## src/tbp_defs.svh

```systemverilog
// Constants for the timer with buzzer and PWM output.
// Operation
// - Buzzer toggles once per overflow, half rate.
// - Buzzer enable takes the shared pin.
// - Buzzer works only while PWM disabled.
// - Timer disable halts count, buzzer, PWM.
// - Prescaler select sits in mode bits six-four.
// - External source ignores the prescaler select.
// - Source bit: zero internal, one external.
// - PWM modulus 256, 64, 32, 16 by bits.
// - PWM goes low when count equals reload.
// - PWM set high when counter wraps zero, unless reload is zero.
// - PWM duty equals reload over modulus.
// - PWM enable takes the shared pin.
// - Request flag raised once per PWM period.
// - Reload register reads back as zero.
// - Auto-reload loads reload value at overflow.
// - Reload writes held until next overflow while enabled.
// - PWM mode always reloads; bit selects modulus.
// - External source is the event pin.
`ifndef TBP_DEFS_SVH
`define TBP_DEFS_SVH
`define TBP_IDX_MODE 8'hDC
`define TBP_IDX_COUNT 8'hDD
`define TBP_IDX_RELOAD 8'hDE
`define TBP_IDX_STATUS 8'hDF
`define TBP_ADDR_W 10
`define TBP_BIT_PWM 0
`define TBP_BIT_BUZ 1
`define TBP_BIT_ALOAD 2
`define TBP_BIT_CKS 3
`define TBP_BIT_RATE_LO 4
`define TBP_BIT_RATE_HI 6
`define TBP_BIT_ENB 7
`define TBP_BIT_FLAG 0
`define TBP_BIT_IEN 1
`define TBP_RST_BYTE 8'h00
`define TBP_MASK_256 8'hFF
`define TBP_MASK_64 8'h3F
`define TBP_MASK_32 8'h1F
`define TBP_MASK_16 8'h0F
`define TBP_ONE_BYTE 8'h01
`define TBP_RD_PAD 24'h000000
`define TBP_STAT_PAD 6'h00
`endif

```

## src/tbp_pkg.sv

```systemverilog
// Types shared by the timer modules.
package tbp_pkg;
  typedef logic [7:0] tbp_byte_t;
  typedef enum logic [1:0] {
    TBP_RANGE_256 = 2'b00,
    TBP_RANGE_64 = 2'b01,
    TBP_RANGE_32 = 2'b10,
    TBP_RANGE_16 = 2'b11
  } tbp_range_t;
endpackage : tbp_pkg

```

## src/tbp_tick_if.sv

```systemverilog
// Carrier between the tick generator and the timer core.
`timescale 1ns/100ps
interface tbp_tick_if;
  logic clock_source_select;
  logic [2:0] prescaler_select;
  logic tick;
  modport gen (input clock_source_select, input prescaler_select, output tick);
  modport timer (output clock_source_select, output prescaler_select, input tick);
endinterface : tbp_tick_if

```

## src/tbp_tick_gen.sv

```systemverilog
// Count tick source: internal prescaler or external event pin.
`timescale 1ns/100ps
`include "tbp_defs.svh"
module tbp_tick_gen (
  input wire logic mclk_in,
  input wire logic resetn_in,
  input wire logic external_event_pin_in,
  tbp_tick_if.gen tick_if
);
  logic [7:0] pre_ff;
  logic [2:0] sync_ff;
  logic lvl_ff;
  wire [7:0] rate_mask = `TBP_MASK_256 >> tick_if.prescaler_select;
  wire int_tick = (pre_ff & rate_mask) == rate_mask;
  wire agree = sync_ff[1] == sync_ff[2];
  wire ext_fall = lvl_ff & agree & ~sync_ff[2];

  // Code 000 divides by 256 and 111 by 2.
  always_ff @(posedge mclk_in)
  begin
    if (!resetn_in)
      pre_ff <= `TBP_RST_BYTE;
    else
      pre_ff <= pre_ff + `TBP_ONE_BYTE;
  end

  // A level counts once two later stages agree, filtering one-cycle spikes.
  always_ff @(posedge mclk_in)
  begin
    if (!resetn_in)
    begin
      sync_ff <= 3'h7;
      lvl_ff <= 1'b1;
    end
    else
    begin
      sync_ff <= {sync_ff[1:0], external_event_pin_in};
      if (agree)
        lvl_ff <= sync_ff[2];
    end
  end

  assign tick_if.tick = tick_if.clock_source_select ? ext_fall : int_tick;
endmodule : tbp_tick_gen

```

## src/tbp_timer_top.sv

```systemverilog
// Timer core with buzzer and PWM output and its Avalon-MM register slave.
//
// Implementation choices: the Avalon-MM slave port and the register addresses.
`timescale 1ns/100ps
`include "tbp_defs.svh"
module tbp_timer_top (
  input wire logic mclk_in,
  input wire logic resetn_in,
  input wire logic [9:0] avs_address_in,
  input wire logic avs_read_in,
  input wire logic avs_write_in,
  input wire logic [31:0] avs_writedata_in,
  input wire logic [3:0] avs_byteenable_in,
  output logic [31:0] avs_readdata_out,
  output logic avs_waitrequest_out,
  input wire logic external_event_pin_in,
  input wire logic gpio_out_in,
  input wire logic gpio_oe_in,
  output logic shared_output_pin_out,
  output logic shared_output_pin_oe_out,
  output logic timer_request_flag_out,
  output logic timer_irq_out
);
  tbp_tick_if tick_if ();

  logic ack_ff;
  logic [31:0] readdata_ff;
  tbp_pkg::tbp_byte_t mode_ff;
  tbp_pkg::tbp_byte_t count_ff;
  tbp_pkg::tbp_byte_t rld_buf_ff;
  tbp_pkg::tbp_byte_t rld_act_ff;
  logic flag_ff;
  logic ien_ff;
  logic buzz_ff;
  logic pwm_ff;
  logic pin_ff;
  logic pin_oe_ff;
  logic irq_ff;

  tbp_tick_gen i_tbp_tick_gen (
    .mclk_in(mclk_in),
    .resetn_in(resetn_in),
    .external_event_pin_in(external_event_pin_in),
    .tick_if(tick_if)
  );

  // Bus slave: every access waits exactly one cycle, then completes.
  wire bus_req = avs_read_in | avs_write_in;
  wire bus_wr = avs_write_in & ack_ff & avs_byteenable_in[0];
  wire bus_rd_take = avs_read_in & ~ack_ff;
  wire [7:0] wbyte = avs_writedata_in[7:0];
  wire sel_mode = avs_address_in == {`TBP_IDX_MODE, 2'b00};
  wire sel_count = avs_address_in == {`TBP_IDX_COUNT, 2'b00};
  wire sel_reload = avs_address_in == {`TBP_IDX_RELOAD, 2'b00};
  wire sel_status = avs_address_in == {`TBP_IDX_STATUS, 2'b00};
  wire mode_we = bus_wr & sel_mode;
  wire cnt_we = bus_wr & sel_count;
  wire rld_we = bus_wr & sel_reload;
  wire stat_we = bus_wr & sel_status;
  wire [7:0] stat_byte = {`TBP_STAT_PAD, ien_ff, flag_ff};
  // The reload register is write-only, so its offset reads as zero.
  wire [7:0] rd_mux = sel_mode ? mode_ff :
                      sel_count ? count_ff :
                      sel_status ? stat_byte : `TBP_RST_BYTE;

  assign avs_waitrequest_out = bus_req & ~ack_ff;
  assign avs_readdata_out = readdata_ff;

  always_ff @(posedge mclk_in)
  begin
    if (!resetn_in)
      ack_ff <= 1'b0;
    else
      ack_ff <= bus_req & ~ack_ff;
  end

  always_ff @(posedge mclk_in)
  begin
    if (!resetn_in)
      readdata_ff <= 32'h00000000;
    else if (bus_rd_take)
      readdata_ff <= {`TBP_RD_PAD, rd_mux};
  end

  // Mode fields.
  wire pwm_en = mode_ff[`TBP_BIT_PWM];
  wire buz_en = mode_ff[`TBP_BIT_BUZ];
  wire aload = mode_ff[`TBP_BIT_ALOAD];
  wire enb = mode_ff[`TBP_BIT_ENB];
  assign tick_if.clock_source_select = mode_ff[`TBP_BIT_CKS];
  assign tick_if.prescaler_select = mode_ff[`TBP_BIT_RATE_HI:`TBP_BIT_RATE_LO];

  // In PWM mode the reload and buzzer bits choose the modulus.
  wire tbp_pkg::tbp_range_t range = tbp_pkg::tbp_range_t'({aload, buz_en});
  wire [7:0] mod_mask = !pwm_en ? `TBP_MASK_256 :
                        range == tbp_pkg::TBP_RANGE_64 ? `TBP_MASK_64 :
                        range == tbp_pkg::TBP_RANGE_32 ? `TBP_MASK_32 :
                        range == tbp_pkg::TBP_RANGE_16 ? `TBP_MASK_16 : `TBP_MASK_256;

  // Counter datapath.
  wire step = enb & tick_if.tick;
  wire [7:0] cnt_m = count_ff & mod_mask;
  wire ovf = step & (cnt_m == mod_mask);
  wire [7:0] cnt_inc = count_ff + `TBP_ONE_BYTE;
  wire [7:0] cnt_inc_m = cnt_inc & mod_mask;
  wire [7:0] rld_buf_m = rld_buf_ff & mod_mask;
  wire [7:0] rld_act_m = rld_act_ff & mod_mask;
  // PWM wraps to zero and reloads only its compare value; plain auto-reload
  // loads the counter; otherwise the counter just rolls over.
  wire [7:0] ovf_count = pwm_en ? `TBP_RST_BYTE :
                         aload ? rld_buf_ff : cnt_inc;
  wire [7:0] nxt_count = cnt_we ? wbyte :
                         ovf ? ovf_count :
                         step ? cnt_inc : count_ff;
  // While stopped the buffer passes straight through, so the first period
  // after enabling already uses the value written during setup.
  wire [7:0] nxt_rld_act = (ovf | ~enb) ? rld_buf_ff : rld_act_ff;
  wire [7:0] nxt_rld_buf = rld_we ? wbyte : rld_buf_ff;
  // A hardware overflow in the same cycle as a software clear wins.
  wire nxt_flag = ovf | (stat_we ? wbyte[`TBP_BIT_FLAG] : flag_ff);
  wire nxt_ien = stat_we ? wbyte[`TBP_BIT_IEN] : ien_ff;
  wire nxt_buzz = (~enb | pwm_en) ? 1'b0 :
                  ovf ? ~buzz_ff : buzz_ff;
  // High for the reload count of ticks out of each period.
  wire pwm_eq = step & ~ovf & (cnt_inc_m == rld_act_m);
  wire nxt_pwm = (~enb | ~pwm_en) ? 1'b0 :
                 ovf ? (rld_buf_m != `TBP_RST_BYTE) :
                 pwm_eq ? 1'b0 : pwm_ff;
  wire owns_pin = pwm_en | buz_en;
  wire pin_level = pwm_en ? pwm_ff : buzz_ff;
  wire nxt_pin = owns_pin ? pin_level : gpio_out_in;
  wire nxt_pin_oe = owns_pin | gpio_oe_in;

  always_ff @(posedge mclk_in)
  begin
    if (!resetn_in)
    begin
      mode_ff <= `TBP_RST_BYTE;
      count_ff <= `TBP_RST_BYTE;
      rld_buf_ff <= `TBP_RST_BYTE;
      rld_act_ff <= `TBP_RST_BYTE;
    end
    else
    begin
      if (mode_we)
        mode_ff <= wbyte;
      count_ff <= nxt_count;
      rld_buf_ff <= nxt_rld_buf;
      rld_act_ff <= nxt_rld_act;
    end
  end

  always_ff @(posedge mclk_in)
  begin
    if (!resetn_in)
    begin
      flag_ff <= 1'b0;
      ien_ff <= 1'b0;
      buzz_ff <= 1'b0;
      pwm_ff <= 1'b0;
    end
    else
    begin
      flag_ff <= nxt_flag;
      ien_ff <= nxt_ien;
      buzz_ff <= nxt_buzz;
      pwm_ff <= nxt_pwm;
    end
  end

  // Pin outputs are registered so the pad never sees mux glitches.
  always_ff @(posedge mclk_in)
  begin
    if (!resetn_in)
    begin
      pin_ff <= 1'b0;
      pin_oe_ff <= 1'b0;
      irq_ff <= 1'b0;
    end
    else
    begin
      pin_ff <= nxt_pin;
      pin_oe_ff <= nxt_pin_oe;
      irq_ff <= flag_ff & ien_ff;
    end
  end

  assign shared_output_pin_out = pin_ff;
  assign shared_output_pin_oe_out = pin_oe_ff;
  assign timer_request_flag_out = flag_ff;
  assign timer_irq_out = irq_ff;
endmodule : tbp_timer_top

```

## config.mk

```make
export PLATFORM = sky130hd
export DESIGN_NAME = tbp_timer_top
export DESIGN_NICKNAME = d
export VERILOG_FILES = /design/src/tbp_pkg.sv /design/src/tbp_tick_if.sv /design/src/tbp_tick_gen.sv /design/src/tbp_timer_top.sv
export VERILOG_INCLUDE_DIRS = /design/src
export SDC_FILE = /design/constraint.sdc
export NUM_CORES = 1
export LEC_CHECK = 0
export BUFFER_PORTS_ARGS = -buffer_cell sky130_fd_sc_hd__buf_2
export CAP_MARGIN = 40
export CORE_MARGIN = 1.5
export CORE_UTILIZATION = 52
export DETAILED_ROUTE_END_ITERATION = 6
export PLACE_DENSITY = 0.89
export SLEW_MARGIN = 20
export SYNTH_ARGS = -nofsm -noshare
export SYNTH_HDL_FRONTEND = slang
export SYNTH_SLANG_ARGS = --single-unit
```

## constraint.sdc

```tcl
create_clock -name mclk_in -period 2.8 [get_ports mclk_in]
set_input_delay 0.56 -clock mclk_in [delete_from_list [all_inputs] [get_ports mclk_in]]
set_output_delay 0.56 -clock mclk_in [all_outputs]
set_load 0.02 [all_outputs]
```

==> results of run 1 <==
==> layer usage <==
| metal | track usage, % | vias up |
|---|---|---|
| met1 | 28.2 | 1227 |
| met5 | 0 | - |
| li1 | - | 1302 |
| met2 | 37.9 | 146 |
| met4 | 9.83 | 0 |
| met3 | 6.78 | 17 |
==> where the power goes <==
| group | internal, uW | total [uW] | switching [uW] |
|---|---|---|---|
| Sequential | 870 | 880 | 10.8 |
| Clock | 543 | 881 | 339 |
| Combinational | 44.1 | 137 | 92.8 |
==> flip-flops by register name (all words and copies together), names as in the netlist, 3 cells and up <==
| name | cells |
|---|---|
| rld_buf_ff | 8 |
| rld_act_ff | 8 |
| i_tbp_tick_gen.pre_ff | 8 |
| avs_readdata_out | 8 |
| mode_ff | 8 |
| count_ff | 8 |
| i_tbp_tick_gen.sync_ff | 3 |
==> worst register-to-register path, delay by kind of cell (launching register included) <==
kind	cells	cell delay (ns)
adder cells (fa/ha/maj)	1	0.25
AND/OR/NAND/NOR	2	0.62
flip-flops	1	0.50
AO/OA/AOI/OAI	3	1.03
==> path summary, 6_finish.rpt <==
| path | endpoint | from | cells after the start |
|---|---|---|---|
| min reg2reg | i_tbp_tick_gen.sync_ff[1] | i_tbp_tick_gen.sync_ff[0] | 1 |
| max reg2reg | pwm_ff | count_ff[0] | 6 |
| min | i_tbp_tick_gen.sync_ff[0] | external_event_pin_in | 2 |
| max | pwm_ff | count_ff[0] | 6 |
==> per-stage QoR <==
step,worst slack (ns),instances,power (uW),hold slack (ns)
floorplan,0.798,377,1020,0.386
global placement,0.499,454,1030,0.390
detailed placement,0.428,454,1040,0.392
CTS,0.432,469,1910,0.377
global route,0.195,469,1970,0.390
finish,0.331,469,1900,0.386
==> placed cells by master, fill, tap and decap left out, types with 3 or more instances in the layout <==
cell,instances
a221oi_1,7
and3_1,7
conb_1,24
a211oi_1,3
nor2b_1,21
buf_4,6
o211a_1,5
xor2_1,9
nor3b_1,7
mux2i_1,19
nand3_1,19
dfxtp_1,60
clkbuf_8,11
a22o_1,3
o21ai_0,18
nand4_1,4
a21oi_1,5
mux2_2,3
nand2_1,24
and2_1,10
and4_1,3
inv_1,5
a22oi_1,4
nand2b_1,4
nor3_1,6
buf_2,38
xnor2_1,10
nor2_1,16
==> cell families after synthesis <==
logic type               Yosys count
AO/OA/AOI/OAI                     74
flip-flops                        60
XOR/XNOR                          21
AND/OR/NAND/NOR                  127
multiplexers                      22
buffers and inverters             47
adder cells (fa/ha/maj)            2
other                              1
==> area by class of cell <==
class,count,area [um2]
clock buffer,11,151
sequential,60,1200
timing repair buffer,44,235
fill,503,2330
tap,75,93.8
inverter,5,18.8
clock inverter,4,72.6
multi-input combinational,270,1850
==> impl_metrics.py, run 1 <==
metrics = {
    "flow_run": {
        "cap_viol_max_count": 0,
    },
    "clock_network": {
        "ctsRootBufferMaster": "clkbuf_8",
        "insertion_delay_ns": 0.35,
        "cts_tree": "done",
        "clk_pin_slew_ns": 0.06,
        "cts_resized": 0,
        "htree_num_levels": 3,
        "post-cts-setup-buffers": 0,
        "cts.sinks": 60,
        "clk_path_buf_depth": 2,
        "holdBufCountCts": 0,
        "cts_inserted_buffers": 9,
    },
    "power": {
        "p_per_area_mw_per_mm2": 524,
        "power_leakage_uw": 0.00144,
        "peakVddDrop_mv": 0.274,
    },
    "timing": {
        "maxSlewViolCount": 0,
        "fmax_ghz": 0.405,
        "fin_crit_ns": 2.47,
        "max_slew_margin_pct": 46.5,
        "rsz0062_at_grt": "false",
        "worstMarginPinSlew_ns": 0.801,
        "finalSetupViolCount": 0,
        "hold_violations": 0,
        "setup-tns-final_ns": 0,
        "worst_clock_skew_ns": 0.00949,
        "post-route-period-util_pct": 88.2,
    },
    "drt": {
        "antenna_left": 0,
        "wl_met2_um": 3370,
        "num_vias": 2692,
        "dr_wl_met3_um": 631,
        "drt_wl_total_um": 7260,
        "wirelength_met1_um": 3080,
        "drtIter0Drc": 286,
        "drc_errors": 0,
        "vias_per_cell": 5.74,
        "route.detailed.wl_per_inst_um": 15.5,
        "dr.pass1.iters": 5,
        "routed.top_layer": "met4",
    },
    "logic_synthesis": {
        "synth-compound-area-share_pct": 18.0,
        "synthFlopType": "dfxtp_1",
        "synth.most_common_cell": "dfxtp_1",
        "synth-edff-count": 0,
        "synth_fa_ha_area_share_pct": 0.772,
        "netlist.area_leader.share_pct": 37.1,
        "synthArstFlopShare_pct": 0,
        "synth-simple-area-share_pct": 22.1,
        "netlist_top_cells_count": "dfxtp_1, buf_4, nand2_1, nor2b_1",
        "syn-instance-count": 354,
        "ys_ff_latch": 60,
        "avgSynthCellArea_um2": 9.15,
        "synth_top_family_by_area": "simple AND/OR/NAND/NOR gates",
        "synth_cell_types": 59,
        "yosysWarnings": 0,
        "synth_xor_area_share_pct": 6.53,
        "ys_seq_area_share_pct": 37.1,
        "yosys.area.top_type": "dfxtp_1",
        "synth_area_mm2": 0.00324,
        "synth.area.top_cells": "dfxtp_1, mux2i_1, buf_4",
        "synth.area.mux_share_pct": 6.91,
    },
    "die": {
        "coreArea_mm2": 0.00596,
        "die_height_um": 81.9,
        "die_area_mm2": 0.00671,
        "fp.dieW_um": 81.9,
        "io_pins": 90,
        "initial_core_util_pct": 54.4,
        "rows": 28,
    },
    "cells_and_area": {
        "fin_util_pct": 60.8,
        "antenna_cells": 0,
        "fin_area_mm2": 0.00362,
        "areaGrowthSynthToFinish_pct": 11.8,
        "drive_above_1_share_pct": 18.0,
        "final_nets": 445,
    },
    "critical_path": {
        "critPathMaxStageDelay_ns": 0.55,
        "crit_buf_inv": 0,
        "critPathTopFamily": "compound AO/OA/AOI/OAI gates",
        "cp.arrival_ns": 2.74,
        "r2r_setup_slack_ns": 0.33,
        "critical_path_required_ns": 3.07,
        "cp_common_cell": "nand3_1",
        "crit_path_cell_trace": "ha_1 -> nand3_1 -> a221oi_4 -> nand3_1 -> o22a_1 -> a211oi_1",
        "crit_fanout": 10,
        "critPathSlowestCell": "a221oi_4",
        "worst-setup-path-type": "register to register",
        "critPathLaunchType": "register",
        "crit_path_end_kind": "register",
    },
    "grt": {
        "grt_max_degree": 33,
        "overflow": 0,
        "track_usage_pct": 23.2,
        "grt_pass1_vias": 2475,
        "grt_pass1_wl_um": 11600,
        "antenna_found_initial": 0,
    },
    "placed_design": {
        "place_area_mm2": 0.00340,
        "port_buffers": 38,
        "place.gp.congestion": 0.914,
        "dp_hpwl_um": 5220,
    },
    "run_status": {
        "outcome": "finished clean",
    },
    "worst_hold_path": {
        "hp-class": "input pin to register",
    },
}
(Power assumes the default switching activity.)
==> run 2, diff against run 1 <==
--- a/config.mk
+++ b/config.mk
@@ -6,12 +6,13 @@
 export SDC_FILE = /design/constraint.sdc
 export NUM_CORES = 1
 export LEC_CHECK = 0
+export ABC_AREA = 1
 export BUFFER_PORTS_ARGS = -buffer_cell sky130_fd_sc_hd__buf_2
 export CAP_MARGIN = 40
 export CORE_MARGIN = 1.5
-export CORE_UTILIZATION = 52
+export CORE_UTILIZATION = 53
 export DETAILED_ROUTE_END_ITERATION = 6
-export PLACE_DENSITY = 0.89
+export PLACE_DENSITY = 0.9
 export SLEW_MARGIN = 20
 export SYNTH_ARGS = -nofsm -noshare
 export SYNTH_HDL_FRONTEND = slang
==> impl_metrics.py, run 2 <==
metrics = {
    "flow_run": {
        "cap_viol_max_count": 0,
    },
    "drt": {
        "drtIter0Drc": 271,
        "num_vias": 3293,
        "vias_per_cell": 5.60,
        "route.detailed.wl_per_inst_um": 13.9,
        "dr.pass1.iters": 6,
        "antenna_left": 0,
        "drt_wl_total_um": 8200,
        "drc_errors": 0,
    },
    "cells_and_area": {
        "areaGrowthSynthToFinish_pct": 11.1,
        "finalNonFillerCells": 588,
        "antenna_cells": 0,
        "layout_common_cells": "nand2_1, inv_1, dfxtp_1",
        "final_nets": 564,
        "drive_above_1_share_pct": 15.0,
        "layout_commonest_cell": "nand2_1",
    },
    "logic_synthesis": {
        "synth_fa_ha_area_share_pct": 0.763,
        "synth-edff-count": 0,
        "ys_seq_area_share_pct": 36.6,
        "yosys.area.top_type": "dfxtp_1",
        "netlist.area_leader.share_pct": 36.6,
        "synthFlopType": "dfxtp_1",
        "avgSynthCellArea_um2": 6.97,
        "syn-instance-count": 470,
        "netlist_top_cells_count": "nand2_1, inv_1, dfxtp_1, nor2_1, o21ai_0",
        "synth_area_mm2": 0.00328,
        "synth_xor_area_share_pct": 0.802,
        "synth-simple-area-share_pct": 27.6,
        "synth.area.top_cells": "dfxtp_1, nand2_1, inv_1",
        "synth.most_common_cell": "nand2_1",
        "ys_ff_latch": 60,
        "synth_top_family_by_area": "simple AND/OR/NAND/NOR gates",
        "yosysWarnings": 0,
        "synth.area.mux_share_pct": 0,
        "synth-compound-area-share_pct": 19.0,
        "synthArstFlopShare_pct": 0,
        "synth_cell_types": 38,
    },
    "grt": {
        "grt_pass1_vias": 3136,
        "grt_max_degree": 41,
        "antenna_found_initial": 0,
        "overflow": 0,
        "grt_pass1_wl_um": 13600,
        "track_usage_pct": 26.9,
    },
    "critical_path": {
        "worst-setup-path-type": "register to register",
        "critPathTopFamily": "simple AND/OR/NAND/NOR gates",
        "cp_common_cell": "nor2_1",
        "cp.arrival_ns": 2.29,
        "crit_path_end_kind": "register",
        "critPathLaunchType": "register",
        "critical_path_required_ns": 3.04,
        "critPathSlowestCell": "dfxtp_1",
        "crit_buf_inv": 1,
        "r2r_setup_slack_ns": 0.75,
        "crit_path_cell_trace": "ha_1 -> nand2_1 -> nor2_1 -> nand3_1 -> a21oi_2 -> nand3_2 -> nand2_4 -> inv_2 -> nor2_1 -> nor2_1",
        "critPathMaxStageDelay_ns": 0.50,
        "crit_fanout": 9,
    },
    "clock_network": {
        "cts_tree": "done",
        "post-cts-setup-buffers": 0,
        "htree_num_levels": 3,
        "cts.sinks": 60,
        "ctsRootBufferMaster": "clkbuf_8",
        "cts_inserted_buffers": 9,
        "clk_path_buf_depth": 2,
        "clk_pin_slew_ns": 0.07,
        "holdBufCountCts": 0,
        "insertion_delay_ns": 0.35,
        "cts_resized": 0,
    },
    "die": {
        "die_height_um": 81.6,
        "io_pins": 90,
        "initial_core_util_pct": 55.0,
        "die_area_mm2": 0.00667,
        "coreArea_mm2": 0.00596,
        "rows": 28,
        "fp.dieW_um": 81.6,
    },
    "placed_design": {
        "dp_hpwl_um": 5790,
        "placed_cells": 572,
        "place.gp.congestion": 0.968,
        "port_buffers": 38,
    },
    "timing": {
        "hold_ws_ns": 0.399,
        "fin_crit_ns": 2.05,
        "max_slew_margin_pct": 43.4,
        "finalSetupViolCount": 0,
        "worst_clock_skew_ns": 0.0123,
        "rsz0062_at_grt": "false",
        "hold_violations": 0,
        "post-route-period-util_pct": 73.4,
        "maxSlewViolCount": 0,
        "fmax_ghz": 0.487,
        "setup-tns-final_ns": 0,
        "worstMarginPinSlew_ns": 0.848,
    },
    "power": {
        "p_per_area_mw_per_mm2": 516,
        "peakVddDrop_mv": 0.329,
        "power_leakage_uw": 0.00169,
        "total_power_uw": 1880,
    },
    "worst_hold_path": {
        "hp-class": "input pin to register",
    },
    "run_status": {
        "outcome": "finished clean",
    },
}
## run 2: changes by cell type in the layout (fill, tap and decap cells not counted), sizes merged, moves of 8 or more
cell    before  now
a221oi       8    0
mux2i       19    0
nand2       24   93
xnor2       10    2
nor2b       21    0
nand3       19   32
and2        10    0
o21ai       21   44
a21oi        5   38
nor2        17   50
xor2         9    1
inv          5   64
## run 2: report_power, final
| group | total (uW) | switching, uW | internal (uW) |
|---|---|---|---|
| Combinational | 138 | 97.1 | 40.4 |
| Sequential | 879 | 9.96 | 869 |
| Clock | 862 | 342 | 520 |
## run 2: area by class of cell
cell class | count | area [um2]
timing repair buffer | 42 | 220
inverter | 64 | 240
clock buffer | 11 | 141
fill | 550 | 2310
sequential | 60 | 1200
tap | 75 | 93.8
clock inverter | 4 | 73.8
multi-input combinational | 332 | 1670
## run 2: worst register-to-register path, stage by stage, from the launching register on
cell,delay (ns)
dfxtp_1,0.50
ha_1,0.22
nand2_1,0.12
nor2_1,0.12
nand3_1,0.09
a21oi_2,0.15
nand3_2,0.24
nand2_4,0.21
inv_2,0.11
nor2_1,0.12
nor2_1,0.06
## run 2: layer usage
layer / track usage (%) / part of all wire (%) / routed length, um
met5: 0 / 0 / 0
met4: 13.4 / 2.9 / 240
met3: 5.67 / 9.0 / 740
met2: 45.9 / 47 / 3880
met1: 31.9 / 41 / 3330
## run 2: stage by stage
step | worst slack, ns | area [um2] | utilization, %
floorplan | 1.15 | 3360 | -
global placement | 0.766 | 3420 | 57.4
detailed placement | 0.601 | 3420 | 57.4
CTS | 0.770 | 3630 | 61.0
global route | 0.603 | 3640 | 61.1
finish | 0.746 | 3640 | 61.1
## run 2: cell families (layout without fill, tap and decap cells)
kind of cell               Yosys count  count (layout)
adders and majority gates            2               2
other                                1              24
xor gates and xnor gates             3               3
and+or+nand+nor                    198             198
buffers and inverters              101             121
AOI/OAI and AO/OA                  105             105
DFF                                 60              60
## run 2: final timing paths
| check | startpoint | endpoint | cells after the start |
|---|---|---|---|
| hold / removal | external_event_pin_in | i_tbp_tick_gen.sync_ff[0] | 2 |
| setup / recovery | count_ff[0] | rld_act_ff[4] | 10 |
| setup reg to reg | count_ff[0] | rld_act_ff[4] | 10 |
| hold reg to reg | i_tbp_tick_gen.sync_ff[0] | i_tbp_tick_gen.sync_ff[1] | 1 |
==> run 3, diff against run 2 <==
==> constraint.sdc (replaced) <==
create_clock -name mclk_in -period 1.9 [get_ports mclk_in]
set_input_delay 0.38 -clock mclk_in [delete_from_list [all_inputs] [get_ports mclk_in]]
set_output_delay 0.38 -clock mclk_in [all_outputs]
set_load 0.02 [all_outputs]
==> impl_metrics.py, run 3 (same netlist as run 2, synthesis figures left out) <==
metrics = {
    "cells_and_area": {
        "fin_util_pct": 64.0,
        "multi_input_area_mm2": 0.00169,
        "antenna_cells": 0,
        "drive_above_1_share_pct": 18.3,
        "layout_common_cells": "nand2_1, inv_1, dfxtp_1",
        "layout_commonest_cell": "nand2_1",
        "n_fill_cell": 510,
        "areaGrowthSynthToFinish_pct": 16.3,
        "final_nets": 580,
        "register_area_mm2": 0.00120,
    },
    "clock_network": {
        "cts_tree": "done",
        "cts_inserted_buffers": 9,
        "holdBufCountCts": 0,
        "clk_pin_slew_ns": 0.07,
        "clk_path_buf_depth": 2,
        "insertion_delay_ns": 0.35,
        "htree_num_levels": 3,
        "cts.sinks": 60,
        "ctsRootBufferMaster": "clkbuf_8",
    },
    "drt": {
        "route.detailed.wl_per_inst_um": 14.5,
        "num_vias": 3389,
        "drtIter0Drc": 272,
        "vias_per_cell": 5.60,
        "drt_wl_total_um": 8750,
        "dr.pass1.iters": 5,
        "antenna_left": 0,
        "drc_errors": 0,
    },
    "critical_path": {
        "crit_fanout": 5,
        "critPathLaunchType": "register",
        "worst-setup-path-type": "register to register",
        "crit_path_end_kind": "register",
        "critical_path_required_ns": 2.19,
        "cp.arrival_ns": 2.04,
    },
    "timing": {
        "setup_ws_ns": 0.152,
        "fin_crit_ns": 1.75,
        "hold_violations": 0,
        "post-route-period-util_pct": 92.0,
        "worst_clock_skew_ns": 0.00809,
        "maxSlewViolCount": 0,
        "finalSetupViolCount": 0,
        "fmax_ghz": 0.572,
        "rsz0062_at_grt": "true",
    },
    "die": {
        "initial_core_util_pct": 55.0,
        "die_area_mm2": 0.00667,
        "coreArea_mm2": 0.00596,
        "io_pins": 90,
        "die_height_um": 81.6,
        "rows": 28,
        "fp.dieW_um": 81.6,
    },
    "grt": {
        "overflow": 0,
        "antenna_found_initial": 0,
        "grt_max_degree": 41,
        "grt_pass1_wl_um": 14300,
        "track_usage_pct": 28.4,
        "grt_pass1_vias": 3090,
    },
    "placed_design": {
        "port_buffers": 38,
        "place.gp.congestion": 0.981,
        "pre_cts_ws_ns": 0.0426,
        "dp_hpwl_um": 6280,
    },
    "power": {
        "peakVddDrop_mv": 0.456,
        "total_power_uw": 2790,
        "power_leakage_uw": 0.00179,
        "p_per_area_mw_per_mm2": 731,
    },
    "worst_hold_path": {
        "hp-class": "input pin to register",
    },
    "run_status": {
        "outcome": "finished clean",
    },
    "flow_run": {
        "cap_viol_max_count": 0,
    },
}
## run 3: cell count changes in the layout (fill, tap and decap cells not counted), moves of 2 or more
cell	change
buf_4	+14
buf_12	+2
a21oi_1	-2
a21oi_2	+2
## run 3: final cells by class
cell class	instances	area share, %
multi-input combinational	332	44.4
sequential	60	31.5
timing repair buffer	58	9.59
inverter	64	6.30
clock buffer	12	3.81
tap	75	2.46
clock inverter	4	1.90
## run 3: critical path: stages (launching register included)
cell and delay (ns):
dfxtp_1 0.38, nand3_1 0.14, nor2_2 0.13, nor2_1 0.05
nor2_1 0.08, nand2_1 0.10, nand2_4 0.10, nand3_2 0.19
buf_4 0.22, nor3_1 0.15, nor2_1 0.07, nor2_1 0.07
## run 3: through the flow
| step | setup TNS [ns] | cell area [um2] | instances | hold WS [ns] |
|---|---|---|---|---|
| finish | 0 | 3810 | 605 | 0.224 |
| global route | -0.00430 | 3810 | 605 | 0.226 |
| CTS | 0 | 3770 | 604 | 0.217 |
| detailed placement | 0 | 3550 | 588 | 0.408 |
| global placement | 0 | 3550 | 588 | 0.398 |
| floorplan | 0 | 3360 | 493 | 0.393 |
## run 3: power breakdown
group	total [uW]	leakage [uW]	internal [uW]	switching [uW]
clock	1280	0.000107	773	509
sequential	1300	0.000487	1280	14.9
combinational	208	0.00120	61.0	146
## run 3: metal layers
metal	part of all wire, %	up-vias	GRT usage (%)
met3	8.8	37	5.11
met4	3.6	0	15.4
met2	46	204	46.4
met1	41	1540	35.5
met5	0	-	0
li1	-	1608	-
## run 3: worst paths after layout
check                              endpoint  depth (start not counted)                      start  slack (ns)
setup reg to reg                count_ff[7]                         11   i_tbp_tick_gen.pre_ff[2]        0.15
hold reg to reg   i_tbp_tick_gen.sync_ff[1]                          1  i_tbp_tick_gen.sync_ff[0]        0.42
hold / removal    i_tbp_tick_gen.sync_ff[0]                          2      external_event_pin_in        0.22
setup / recovery                count_ff[7]                         11   i_tbp_tick_gen.pre_ff[2]        0.15
## run 3: timing repair
| action | in CTS | in global routing |
|---|---|---|
| setup endpoints to repair | 0 | 13 |
| resized for setup | 0 | 6 |
| buffers inserted | 0 | 1 |
